**src/rtl/jtag_prog_cfg.svh**
```systemverilog
// Constants for the flash programming test port.
// Assumes a 25 MHz system clock and a TCK sampled by that clock.
`ifndef JTAG_PROG_CFG_SVH
`define JTAG_PROG_CFG_SVH

// ==========================================================
// Widths
`define IR_W        4
`define KEY_W       16
`define CMD_W       15
`define BYTE_W      8
`define PC_W        16

// ==========================================================
// Opcodes
`define OP_RESET    4'hc
`define OP_KEY      4'h4
`define OP_CMD      4'h5
`define OP_FILL     4'h6
`define OP_FETCH    4'h7
`define OP_BYPASS   4'hf
`define IR_CAPTURE  4'h1

// ==========================================================
// Key and reset values
`define KEY_VALUE   16'ha370
`define KEY_RESET   16'h0000

// ==========================================================
// Command fields
`define CMD_OP_MSB  14
`define CMD_OP_LSB  8
`define CMD_ADDR_HI 7'h07
`define CMD_ADDR_LO 7'h03

// ==========================================================
// Timing
`define CLK_PERIOD_NS   40
`define RST_TIMEOUT_NS  4000
`define RST_TIMEOUT_CYC \
  ((`RST_TIMEOUT_NS + `CLK_PERIOD_NS - 1) / `CLK_PERIOD_NS)
`define TAP_CLR_CLKS    2

`endif

```
**src/rtl/jtag_prog_pkg.sv**
```systemverilog
// Types for the flash programming test port.
// Assumes jtag_prog_cfg.svh holds the numeric constants.
package jtag_prog_pkg;

  // ========================================================
  // TAP controller states
  typedef enum logic [15:0] {
    ST_TLR   = 16'h0001,
    ST_RTI   = 16'h0002,
    ST_SELDR = 16'h0004,
    ST_CAPDR = 16'h0008,
    ST_SHDR  = 16'h0010,
    ST_EX1DR = 16'h0020,
    ST_PDR   = 16'h0040,
    ST_EX2DR = 16'h0080,
    ST_UPDR  = 16'h0100,
    ST_SELIR = 16'h0200,
    ST_CAPIR = 16'h0400,
    ST_SHIR  = 16'h0800,
    ST_EX1IR = 16'h1000,
    ST_PIR   = 16'h2000,
    ST_EX2IR = 16'h4000,
    ST_UPIR  = 16'h8000
  } tap_state_e;

  // ========================================================
  // Page buffer write word
  typedef struct packed {
    logic [15:0] addr;
    logic        high;
    logic [7:0]  data;
  } fill_word_s;

endpackage

```
**src/rtl/two_entry_buffer.sv**
```systemverilog
// Two-entry buffer for page buffer write words.
// Assumes both sides on clk; outReady may stall at any time.
`timescale 1ns/1ps
module two_entry_buffer (
  // Clock and reset
  input  wire logic                    clk,
  input  wire logic                    rstn,
  input  wire logic                    ce,
  // Fill side
  input  wire logic                    inValid,
  output logic                         inReady,
  input  wire jtag_prog_pkg::fill_word_s inWord,
  // Drain side
  output logic                         outValid,
  input  wire logic                    outReady,
  output jtag_prog_pkg::fill_word_s    outWord
);
  import jtag_prog_pkg::*;

  fill_word_s mem [2];
  fill_word_s next_mem [2];
  logic       wrPtr, next_wrPtr;
  logic       rdPtr, next_rdPtr;
  logic [1:0] count, next_count;
  logic       push, pop;

  // ========================================================
  // Handshakes
  assign inReady  = (count != 2'd2);
  assign outValid = (count != 2'd0);
  assign outWord  = mem[rdPtr];
  assign push     = inValid && inReady;
  assign pop      = outValid && outReady;

  always_comb begin
    next_mem   = mem;
    next_wrPtr = wrPtr;
    next_rdPtr = rdPtr;
    next_count = count;
    if (push) begin
      next_mem[wrPtr] = inWord;
      next_wrPtr      = ~wrPtr;
    end
    if (pop) begin
      next_rdPtr = ~rdPtr;
    end
    if (push && !pop) begin
      next_count = count + 2'd1;
    end else if (pop && !push) begin
      next_count = count - 2'd1;
    end
  end

  always_ff @(posedge clk or negedge rstn) begin
    if (!rstn) begin
      mem[0] <= '0;
      mem[1] <= '0;
      wrPtr  <= 1'b0;
      rdPtr  <= 1'b0;
      count  <= 2'd0;
    end else if (ce) begin
      mem   <= next_mem;
      wrPtr <= next_wrPtr;
      rdPtr <= next_rdPtr;
      count <= next_count;
    end
  end

endmodule

```
**src/rtl/jtag_flash_programming_port.sv**
```systemverilog
// Flash programming logic behind the test access port.
// Assumes TAP pins come from outside the clk domain and flash
// result and read data come from logic on clk.
// Contract
// - All shift registers move LSB first
// - Instruction register is four bits wide
// - Reset chain opcode holds core reset unlatched
// - Reset chain leaves the TAP untouched
// - Key register match on update enters programming
// - Command capture loads previous command result
// - Command shift outputs result, inputs command
// - Update applies command, idle executes once
// - Page fill uses low command byte register
// - Fill update buffers byte for page write
// - Fill writes alternate low then high
// - Counter pre-increments before later low fills
// - Page fetch captures alternating low/high bytes
// - Counter post-increments after every high fetch
// - Port works only with fuse, no disable
// - Reset low clears disable bit after two
// - Only four TAP pins are needed
// - Key value is binary 1010001101110000
// - Key register clears at power-on reset
// - Core reset lasts timeout after chain release
`timescale 1ns/1ps
`include "jtag_prog_cfg.svh"
module jtag_flash_programming_port (
  // Clock and reset
  input  wire logic                      clk,
  input  wire logic                      rstn,
  input  wire logic                      ce,
  // TAP pins
  input  wire logic                      tck,
  input  wire logic                      tms,
  input  wire logic                      tdi,
  output logic                           tdo,
  output logic                           tdoEn,
  // Port enable and core control
  input  wire logic                      tapAllowFuse,
  input  wire logic                      tapDisableBit,
  input  wire logic                      extRstn,
  output logic                           clearTapDisable,
  output logic                           coreResetHold,
  // Flash control
  output logic [14:0]                    flashCmd,
  output logic                           flashCmdApply,
  output logic                           flashExec,
  input  wire logic [14:0]               flashResult,
  output logic [15:0]                    pcAddr,
  input  wire logic [15:0]               flashRdData,
  // Page buffer writes
  output logic                           fillValid,
  input  wire logic                      fillReady,
  output jtag_prog_pkg::fill_word_s      fillWord
);
  import jtag_prog_pkg::*;

  // ========================================================
  // Pin synchronisers
  logic [1:0] tckSync, tmsSync, tdiSync;
  logic [1:0] fuseSync, disSync, extSync;
  logic       tckPrev, tckRise, tckFall, portOn;

  always_ff @(posedge clk or negedge rstn) begin
    if (!rstn) begin
      tckSync  <= 2'b00;
      tmsSync  <= 2'b11;
      tdiSync  <= 2'b00;
      fuseSync <= 2'b00;
      disSync  <= 2'b00;
      extSync  <= 2'b11;
      tckPrev  <= 1'b0;
    end else if (ce) begin
      tckSync  <= {tckSync[0], tck};
      tmsSync  <= {tmsSync[0], tms};
      tdiSync  <= {tdiSync[0], tdi};
      fuseSync <= {fuseSync[0], tapAllowFuse};
      disSync  <= {disSync[0], tapDisableBit};
      extSync  <= {extSync[0], extRstn};
      tckPrev  <= tckSync[1];
    end
  end

  // Only TCK, TMS, TDI and TDO drive programming
  assign tckRise = tckSync[1] && !tckPrev;
  assign tckFall = !tckSync[1] && tckPrev;
  assign portOn  = fuseSync[1] && !disSync[1];

  // ========================================================
  // TAP next state
  function automatic tap_state_e tapNext(tap_state_e s, logic m);
    case (s)
      ST_TLR:   tapNext = m ? ST_TLR   : ST_RTI;
      ST_RTI:   tapNext = m ? ST_SELDR : ST_RTI;
      ST_SELDR: tapNext = m ? ST_SELIR : ST_CAPDR;
      ST_CAPDR: tapNext = m ? ST_EX1DR : ST_SHDR;
      ST_SHDR:  tapNext = m ? ST_EX1DR : ST_SHDR;
      ST_EX1DR: tapNext = m ? ST_UPDR  : ST_PDR;
      ST_PDR:   tapNext = m ? ST_EX2DR : ST_PDR;
      ST_EX2DR: tapNext = m ? ST_UPDR  : ST_SHDR;
      ST_UPDR:  tapNext = m ? ST_SELDR : ST_RTI;
      ST_SELIR: tapNext = m ? ST_TLR   : ST_CAPIR;
      ST_CAPIR: tapNext = m ? ST_EX1IR : ST_SHIR;
      ST_SHIR:  tapNext = m ? ST_EX1IR : ST_SHIR;
      ST_EX1IR: tapNext = m ? ST_UPIR  : ST_PIR;
      ST_PIR:   tapNext = m ? ST_EX2IR : ST_PIR;
      ST_EX2IR: tapNext = m ? ST_UPIR  : ST_SHIR;
      ST_UPIR:  tapNext = m ? ST_SELDR : ST_RTI;
      default:  tapNext = ST_TLR;
    endcase
  endfunction

  // ========================================================
  // Programming state
  tap_state_e  state, next_state;
  logic [3:0]  irShift, next_irShift, instr, next_instr;
  logic        resetChain, next_resetChain, bypassBit, next_bypassBit;
  logic [15:0] key, next_key;
  logic [14:0] cmdShift, next_cmdShift, next_flashCmd;
  logic        progMode, next_progMode;
  logic        armExec, next_armExec;
  logic        next_flashCmdApply, next_flashExec;
  logic [15:0] next_pcAddr;
  logic        fillHigh, next_fillHigh, fillFirst, next_fillFirst;
  logic        fetchHigh, next_fetchHigh;
  logic        pending, next_pending, fillSet, bufReady;
  fill_word_s  pendWord, next_pendWord;
  logic        next_tdo, next_tdoEn;
  logic [7:0]  rstCnt, next_rstCnt;
  logic [1:0]  clrCnt, next_clrCnt;
  logic        next_coreResetHold, next_clearTapDisable;

  always_comb begin
    next_state         = state;
    next_irShift       = irShift;
    next_instr         = instr;
    next_resetChain    = resetChain;
    next_bypassBit     = bypassBit;
    next_key           = key;
    next_cmdShift      = cmdShift;
    next_flashCmd      = flashCmd;
    next_progMode      = progMode;
    next_armExec       = armExec;
    next_flashCmdApply = 1'b0;
    next_flashExec     = 1'b0;
    next_pcAddr        = pcAddr;
    next_fillHigh      = fillHigh;
    next_fillFirst     = fillFirst;
    next_fetchHigh     = fetchHigh;
    next_pending       = pending && !bufReady;
    next_pendWord      = pendWord;
    fillSet            = 1'b0;
    next_tdo           = tdo;
    next_tdoEn         = tdoEn;
    if (!portOn) begin
      next_state      = ST_TLR;
      next_instr      = `OP_BYPASS;
      next_resetChain = 1'b0;
      next_progMode   = 1'b0;
      next_tdoEn      = 1'b0;
    end else if (tckRise) begin
      // TAP state does not see the core reset
      next_state = tapNext(state, tmsSync[1]);
      case (state)
        ST_TLR: begin
          next_instr = `OP_BYPASS;
        end
        ST_RTI: begin
          if (armExec) begin
            next_flashExec = 1'b1;
            next_armExec   = 1'b0;
          end
        end
        ST_CAPIR: begin
          next_irShift = `IR_CAPTURE;
        end
        ST_SHIR: begin
          next_irShift = {tdiSync[1], irShift[3:1]};
        end
        ST_UPIR: begin
          next_instr     = irShift;
          next_fillHigh  = 1'b0;
          next_fillFirst = 1'b1;
          next_fetchHigh = 1'b0;
        end
        ST_CAPDR: begin
          next_bypassBit = 1'b0;
          if (instr == `OP_CMD) begin
            next_cmdShift = flashResult;
          end else if (instr == `OP_FETCH && progMode) begin
            next_cmdShift[7:0] = fetchHigh ? flashRdData[15:8]
                                           : flashRdData[7:0];
            next_fetchHigh = !fetchHigh;
            if (fetchHigh) begin
              next_pcAddr = pcAddr + 16'd1;
            end
          end
        end
        ST_SHDR: begin
          // Each data path shifts toward TDO from the top
          if (instr == `OP_RESET) begin
            next_resetChain = tdiSync[1];
          end else if (instr == `OP_KEY) begin
            next_key = {tdiSync[1], key[15:1]};
          end else if (instr == `OP_CMD) begin
            next_cmdShift = {tdiSync[1], cmdShift[14:1]};
          end else if (instr == `OP_FILL || instr == `OP_FETCH) begin
            next_cmdShift[7:0] = {tdiSync[1], cmdShift[7:1]};
          end else begin
            next_bypassBit = tdiSync[1];
          end
        end
        ST_UPDR: begin
          if (instr == `OP_KEY) begin
            next_progMode = (key == `KEY_VALUE);
          end else if (instr == `OP_CMD && progMode) begin
            next_flashCmd      = cmdShift;
            next_flashCmdApply = 1'b1;
            next_armExec       = 1'b1;
            if (cmdShift[`CMD_OP_MSB:`CMD_OP_LSB] == `CMD_ADDR_HI) begin
              next_pcAddr[15:8] = cmdShift[7:0];
            end else if (cmdShift[`CMD_OP_MSB:`CMD_OP_LSB]
                         == `CMD_ADDR_LO) begin
              next_pcAddr[7:0] = cmdShift[7:0];
            end
          end else if (instr == `OP_FILL && progMode) begin
            if (!fillHigh && !fillFirst) begin
              next_pcAddr = pcAddr + 16'd1;
            end
            fillSet             = 1'b1;
            next_pending        = 1'b1;
            next_pendWord.addr  = next_pcAddr;
            next_pendWord.high  = fillHigh;
            next_pendWord.data  = cmdShift[7:0];
            next_fillHigh       = !fillHigh;
            next_fillFirst      = 1'b0;
          end
        end
        default: begin
        end
      endcase
    end else if (tckFall) begin
      next_tdoEn = (state == ST_SHDR) || (state == ST_SHIR);
      if (state == ST_SHIR) begin
        next_tdo = irShift[0];
      end else if (state == ST_SHDR) begin
        if (instr == `OP_RESET) begin
          next_tdo = resetChain;
        end else if (instr == `OP_KEY) begin
          next_tdo = key[0];
        end else if (instr == `OP_CMD || instr == `OP_FILL
                     || instr == `OP_FETCH) begin
          next_tdo = cmdShift[0];
        end else begin
          next_tdo = bypassBit;
        end
      end
    end
  end

  always_ff @(posedge clk or negedge rstn) begin
    if (!rstn) begin
      state         <= ST_TLR;
      irShift       <= `IR_CAPTURE;
      instr         <= `OP_BYPASS;
      resetChain    <= 1'b0;
      bypassBit     <= 1'b0;
      key           <= `KEY_RESET;
      cmdShift      <= '0;
      flashCmd      <= '0;
      progMode      <= 1'b0;
      armExec       <= 1'b0;
      flashCmdApply <= 1'b0;
      flashExec     <= 1'b0;
      pcAddr        <= '0;
      fillHigh      <= 1'b0;
      fillFirst     <= 1'b1;
      fetchHigh     <= 1'b0;
      pending       <= 1'b0;
      pendWord      <= '0;
      tdo           <= 1'b0;
      tdoEn         <= 1'b0;
    end else if (ce) begin
      state         <= next_state;
      irShift       <= next_irShift;
      instr         <= next_instr;
      resetChain    <= next_resetChain;
      bypassBit     <= next_bypassBit;
      key           <= next_key;
      cmdShift      <= next_cmdShift;
      flashCmd      <= next_flashCmd;
      progMode      <= next_progMode;
      armExec       <= next_armExec;
      flashCmdApply <= next_flashCmdApply;
      flashExec     <= next_flashExec;
      pcAddr        <= next_pcAddr;
      fillHigh      <= next_fillHigh;
      fillFirst     <= next_fillFirst;
      fetchHigh     <= next_fetchHigh;
      pending       <= next_pending;
      pendWord      <= next_pendWord;
      tdo           <= next_tdo;
      tdoEn         <= next_tdoEn;
    end
  end

  // ========================================================
  // Core reset hold and disable-bit clear
  always_comb begin
    next_rstCnt          = rstCnt;
    next_clrCnt          = clrCnt;
    next_clearTapDisable = 1'b0;
    if (resetChain) begin
      next_rstCnt = 8'(`RST_TIMEOUT_CYC);
    end else if (rstCnt != 8'd0) begin
      next_rstCnt = rstCnt - 8'd1;
    end
    next_coreResetHold = resetChain || (rstCnt > 8'd1);
    if (disSync[1] && !extSync[1]) begin
      if (clrCnt == 2'(`TAP_CLR_CLKS - 1)) begin
        next_clearTapDisable = 1'b1;
        next_clrCnt          = 2'd0;
      end else begin
        next_clrCnt = clrCnt + 2'd1;
      end
    end else begin
      next_clrCnt = 2'd0;
    end
  end

  always_ff @(posedge clk or negedge rstn) begin
    if (!rstn) begin
      rstCnt          <= 8'd0;
      clrCnt          <= 2'd0;
      coreResetHold   <= 1'b0;
      clearTapDisable <= 1'b0;
    end else if (ce) begin
      rstCnt          <= next_rstCnt;
      clrCnt          <= next_clrCnt;
      coreResetHold   <= next_coreResetHold;
      clearTapDisable <= next_clearTapDisable;
    end
  end

  // ========================================================
  // Page buffer write path
  two_entry_buffer fillBuf (
    .clk      (clk),
    .rstn     (rstn),
    .ce       (ce),
    .inValid  (pending),
    .inReady  (bufReady),
    .inWord   (pendWord),
    .outValid (fillValid),
    .outReady (fillReady),
    .outWord  (fillWord)
  );
endmodule

```
**config.mk**
```make
export PLATFORM = sky130hd
export DESIGN_NAME = jtag_flash_programming_port
export DESIGN_NICKNAME = d
export VERILOG_FILES = /design/src/rtl/jtag_prog_pkg.sv /design/src/rtl/two_entry_buffer.sv /design/src/rtl/jtag_flash_programming_port.sv
export VERILOG_INCLUDE_DIRS = /design/src /design/src/rtl
export SDC_FILE = /design/constraint.sdc
export NUM_CORES = 1
export LEC_CHECK = 0
export BUFFER_PORTS_ARGS = -buffer_cell sky130_fd_sc_hd__buf_2
export CAP_MARGIN = 40
export CORE_UTILIZATION = 50
export CTS_CLUSTER_DIAMETER = 200
export DETAILED_ROUTE_END_ITERATION = 16
export PLACE_DENSITY = 0.76
export SLEW_MARGIN = 25
export SYNTH_ARGS = -nofsm -noshare
export SYNTH_HDL_FRONTEND = slang
export SYNTH_SLANG_ARGS = --single-unit
```
**constraint.sdc**
```tcl
create_clock -name clk -period 7.41 [get_ports clk]
set_clock_uncertainty 0.2 [all_clocks]
set_input_delay 0.3705 -clock clk [delete_from_list [all_inputs] [get_ports clk]]
set_output_delay 0.3705 -clock clk [all_outputs]
set_load 0.01 [all_outputs]
```
Word level (Yosys, flattened, before mapping). Index checks and enable logic that the tools add are counted.

Bits in registers: 202. Bits of input ports: 41. Output and inout bits: 63. Word-level logic and storage cells: 283.

Add/sub/neg operators: 5. Magnitude comparators: 4. Equal/unequal tests: 53. Mux-type cells: 104. Bitwise gates (word level): 8. Reductions and logical operators: 65.

Operators with widths (count): $pmux 16 s12 (1); $mux 16 (11); $mux 25 (4); $mux 8 (11); $bwmux 50 (1); $mux 1 (47); $mux 15 (3); $eq 16x16->1 const B (2); $ne 2x2->1 const B (16); $pmux 16 s2 (1); $pmux 15 s2 (1); $demux 25 s1 (1); $reduce_and 6->1 (4); $reduce_and 8->1 (3); $reduce_bool 2->1 (10); $mux 9 (2); $add 16x1->16 const B (1); $eq 16x1->1 const B (1); $eq 16x10->1 const B (1); $eq 16x11->1 const B (1); $eq 16x12->1 const B (1); $eq 16x13->1 const B (1); $eq 16x14->1 const B (1); $eq 16x15->1 const B (1); 48 further kinds (113).

Logic depth before layout (Yosys ltp).
Depth in word-level cells: 9. Mapped depth: 10. Depth with buffers taken out: 8.

Modules after synthesis. Synthesis repeated with hierarchy kept, for this count alone.

Cell total of the unflattened synthesis: 958. Area total of the unflattened synthesis: 10267.3 um2.

Modules (own cells, without submodules): jtag_flash_programming_port (instances 1, cells an instance 805, area an instance 7782.5 um2, sequential area each 3717.3 um2); two_entry_buffer (instances 1, cells an instance 153, area an instance 2484.9 um2, sequential area each 1351.3 um2).

Worst setup path before layout. Ideal clock, no wire load.

Path kind: flip-flop to flip-flop. Start: reg state[1]. End: reg pendWord[3] in the netlist's numbering. Setup time: 0.127 ns. Arrival: 2.514 ns. Data required time: 7.083 ns. Path slack: 4.568 ns. Cell stages (with the launch flop): 9. Path buffers: 3. Clock period less this slack: 2.842 ns. Path through: dfrtp_1 -> buf_6 -> or4_1 -> buf_4 -> nor4_4 -> nand2_2 -> nor3_4 -> buf_6 -> mux2_1.

Cells in the longest elaborated chain, start to end: 2.

Ends and longest elaborated chain: start: declaration (line jtag_flash_programming_port.sv:115) `tap_state_e state, next_state;`; start signal: assignment (line jtag_flash_programming_port.sv:284) `state <= next_state;`; $eq 16x9->1 (line jtag_flash_programming_port.sv:164) `case (state)`; $reduce_and 7->1 (no source line); end signal: assignment (line jtag_flash_programming_port.sv:301) `pendWord <= next_pendWord;`; end: declaration (line jtag_flash_programming_port.sv:127) `fill_word_s pendWord, next_pendWord;`.

Every way passes these cells. A chain may end at the register's enable or synchronous reset.

Worst setup path in the final report.
Start: reg state[1]. End: reg cmdShift[6].

Cells in the longest elaborated chain, start to end: 3. Elaborated cells between the ends (all ways): 9. Classes of those cells: eq/ne (6); mux (1); reduce/logical (2).

Ends and longest elaborated chain: $eq 16x5->1 / $eq 16x4->1 (equally long branches) (line jtag_flash_programming_port.sv:164); $ne 3x2->1 (no source line), or another cell as far along; $reduce_and 8->1 (no source line); end signal: assignment (line jtag_flash_programming_port.sv:290) `cmdShift <= next_cmdShift;`; end: declaration (line jtag_flash_programming_port.sv:119) `logic [14:0] cmdShift, next_cmdShift, next_flashCmd;`.

Parallel ways exist; a longest one is shown, timed or not.

==> results_dict.tcl <==
set metrics [dict create \
    report.final.slew_viol_count 0 \
    drt-total-wl_microns 23700 \
    slowest_delay_ns 0.76 \
    hp-class "in -> reg" \
    wl_met1_microns 10100 \
    vdd_drop_max_mv 0.144 \
    stdcell_count 1327 \
    crit_fanout 12 \
    initial_core_util_pct 51.4 \
    intPower_mw 1.85 \
    critPathKind "reg -> reg" \
    period_share_pct 46.8 \
    setup_viol 0 \
    core_sq_mm 0.0197 \
    grt_pass1_vias 7549 \
    fillers 1657 \
    p_switching_uw 555 \
    ys_seq_area_share_pct 50.1 \
    insertion_delay_ns 0.50 \
    avgSynthCellArea_sq_um 10.7 \
    clkTransAtPathRegs_ns 0.06 \
    antenna_found_initial 0 \
    reg2regPathDepth 6 \
    dr_wl_met2_microns 11500 \
    syn2layout_area_growth_pct 15.8 \
    first_pass_iters 6 \
    postPlaceCellArea_sq_mm 0.0108 \
    cts_setup_buffers 0 \
    seq_power_share_pct 48.9 \
    synthFlopType "dfrtp_1" \
    synth_edf_count 0 \
    cts-root-buf "clkbuf_16" \
    cts_buffers 22 \
    holdWs_ns 0.0985 \
    ys_types 68 \
    status "completed" \
    p_clk_share_pct 44.2 \
    cts_htree_levels 1 \
    numPortBuffers 103 \
    place_hpwl_microns 16100 \
    placed_cells 1270 \
    power_density_mw_per_mm2 206 \
    antenna_cells 0 \
    synth-seq-cells 202 \
    cp.arrival_ns 3.65 \
    grt_max_degree 85 \
    path_buf_inv 0 \
    critPathTopFamily "simple AND/OR/NAND/NOR gates" \
    die_area_sq_mm 0.0208 \
    rows 51 \
    tritoncts "yes" \
    grt_use_total_pct 23.4 \
    dieWidth_microns 144 \
    gp_congestion 0.913 \
    crit_required_ns 7.59 \
    syn_nets 992 \
    endpoint_kind "register" \
    cts_max_path_buffers 3 \
    drcViolationCount 0 \
    die_y_microns 144 \
    grt_pass1_wl_microns 38300 \
    whs_path_depth 4 \
    crit_slowest_cell "or4_1" \
    grt_overflow_total 0 \
    initialDrtViolationCount 734 \
    leakagePower_nw 5.56 \
    final_area_sq_mm 0.0117 \
    slew_headroom_pct 41.9 \
    p_sw_share_pct 23.1 \
    syn_inst 947 \
    yosysWarnings 0 \
    nNetsFinal 1094 \
    wl_per_cell_microns 17.8 \
    hold_viol 0 \
    synth_area_sq_mm 0.0101 \
    critical_path_depth 6 \
    rsz0062_at_grt "no" \
    drive_gt1_share_pct 30.4 \
    p_comb_share_pct 6.9 \
    tightestPinTransition_ns 0.865 \
    io_pins 104 \
    utilization_pct 59.5 \
    async_reset_ff_share_pct 100 \
    met3RoutedLength_microns 1420 \
    startpoint_type "register" \
    clock_sinks 202 \
    ant_nets 0 \
    max_cap_viol_count 0 \
    clock.fmax_ghz 0.288 \
    crit_path_cell_trace "or4_1 -> nor4_2 -> nand3_1 -> nand2_1 -> nand4_2 -> mux2_2" \
    num_vias 7671 \
    viasPerCell 5.78 \
    tns_ns 0 \
    min_period_ns 3.47 \
    top_layer "met4" \
]
synthesized netlist by cell type (7+ instances only):
| library cell | number | area, sq um |
|---|---|---|
| clkbuf_1 | 32 | 120 |
| or4_1 | 8 | 60.1 |
| a22o_1 | 7 | 61.3 |
| nand3_1 | 29 | 145 |
| dfrtp_1 | 191 | 4780 |
| buf_2 | 8 | 40.0 |
| o22ai_1 | 15 | 93.8 |
| nor3_1 | 16 | 80.1 |
| a21oi_1 | 57 | 285 |
| mux2_1 | 8 | 90.1 |
| nand2_1 | 81 | 304 |
| dfstp_2 | 11 | 289 |
| mux2i_1 | 10 | 100 |
| inv_1 | 18 | 67.6 |
| nand2b_1 | 9 | 56.3 |
| nand4_1 | 8 | 50.1 |
| xor2_1 | 12 | 105 |
| or2_2 | 7 | 43.8 |
| o31ai_1 | 9 | 67.6 |
| o21ai_0 | 53 | 265 |
| nor4_1 | 14 | 87.6 |
| mux2_2 | 134 | 1510 |
| nor2_1 | 81 | 304 |
| a31oi_1 | 17 | 106 |
| xnor2_1 | 15 | 131 |
| and3_1 | 8 | 50.1 |
layer usage:
layer	track usage (%)	vias up
li1	-	3621
met1	29.7	3747
met2	40.1	252
met3	4.07	51
met4	7.98	0
met5	0	-
power by group through the flow:
stage	registers [mW]	clock network, mW	logic [mW]
floorplan	1.18	0	0.101
global placement	1.19	0	0.148
detailed placement	1.19	0	0.156
CTS	1.17	1.08	0.164
global route	1.18	1.13	0.187
finish	1.18	1.06	0.166
placed cells by master (no fill, tap or decap), types with 9 or more instances in the layout:
master         netlist  final
dfrtp_1            191    190
mux2_2             134    134
buf_2                8    102
nand2_1             81     81
nor2_1              81     80
a21oi_1             57     57
o21ai_0             53     52
nand3_1             29     29
clkbuf_16            0     23
inv_1               18     18
a31oi_1             17     17
nor3_1              16     16
xnor2_1             15     15
o22ai_1             15     15
dlygate4sd3_1        0     15
nor4_1              14     14
xor2_1              12     12
dfstp_2             11     11
mux2i_1             10     10
buf_4                4     10
nand2b_1             9      9
o31ai_1              9      9
worst register-to-register path, delay by kind of cell (launching register included):
family        cells  cell delay [ns]
simple gates      5             2.35
flops             1             0.46
mux               1             0.36
through the flow:
step,setup WS (ns),total power [mW]
6_report,3.94,2.40
5_1_grt,3.76,2.49
4_1_cts,3.80,2.42
3_5_place_dp,3.82,1.35
3_3_place_gp,3.97,1.34
2_1_floorplan,4.57,1.28
cells by family (layout without fill, tap and decap cells):
kind of cell	Yosys count	count (layout)	synth area share (%)
AOI/OAI and AO/OA	188	188	11.3
xor gates and xnor gates	27	27	2.34
adders and majority gates	4	4	0.495
buffers and inverters	73	188	3.40
DFF	202	202	50.1
muxes	152	152	16.8
and+or+nand+nor	301	301	15.5
final cells by class:
cell class / count / area [sq um] / share of cell area [%]
multi-input combinational: 672 / 4700 / 40.2
clock inverter: 7 / 65.1 / 0.556
tap: 265 / 332 / 2.83
sequential: 202 / 5070 / 43.3
clock buffer: 30 / 642 / 5.49
timing repair buffer: 133 / 823 / 7.04
inverter: 18 / 67.6 / 0.577
flip-flops by register name, indices dropped and copies added, names as in the netlist, 2 cells and up:
signal and cells:
fillBuf.mem 50, pendWord 25, key 16, pcAddr 16, state 16, cmdShift 15
flashCmd 15, rstCnt 8, instr 4, irShift 4, clrCnt 2, disSync 2
extSync 2, fillBuf.count 2, fuseSync 2, tckSync 2, tdiSync 2, tmsSync 2
repair_timing:
| action | CTS | global route |
|---|---|---|
| gates resized for setup | 0 | 0 |
| hold buffers | 15 | 0 |
| endpoints found under the hold margin | 91 | 0 |
| setup endpoints to repair | 0 | 0 |
worst paths after layout:
check / startpoint / to / slack, ns
setup / recovery: state[1] / cmdShift[6] / 3.94
setup reg to reg: state[1] / cmdShift[6] / 3.94
min in group asynchronous: rstn / fillBuf.mem[2] / 0.27
hold reg to reg: pending / pending / 0.27
max in group asynchronous: rstn / fetchHigh / 5.67
hold / removal: flashResult[2] / cmdShift[2] / 0.1
Note: power is estimated with default switching activity, not from simulation.
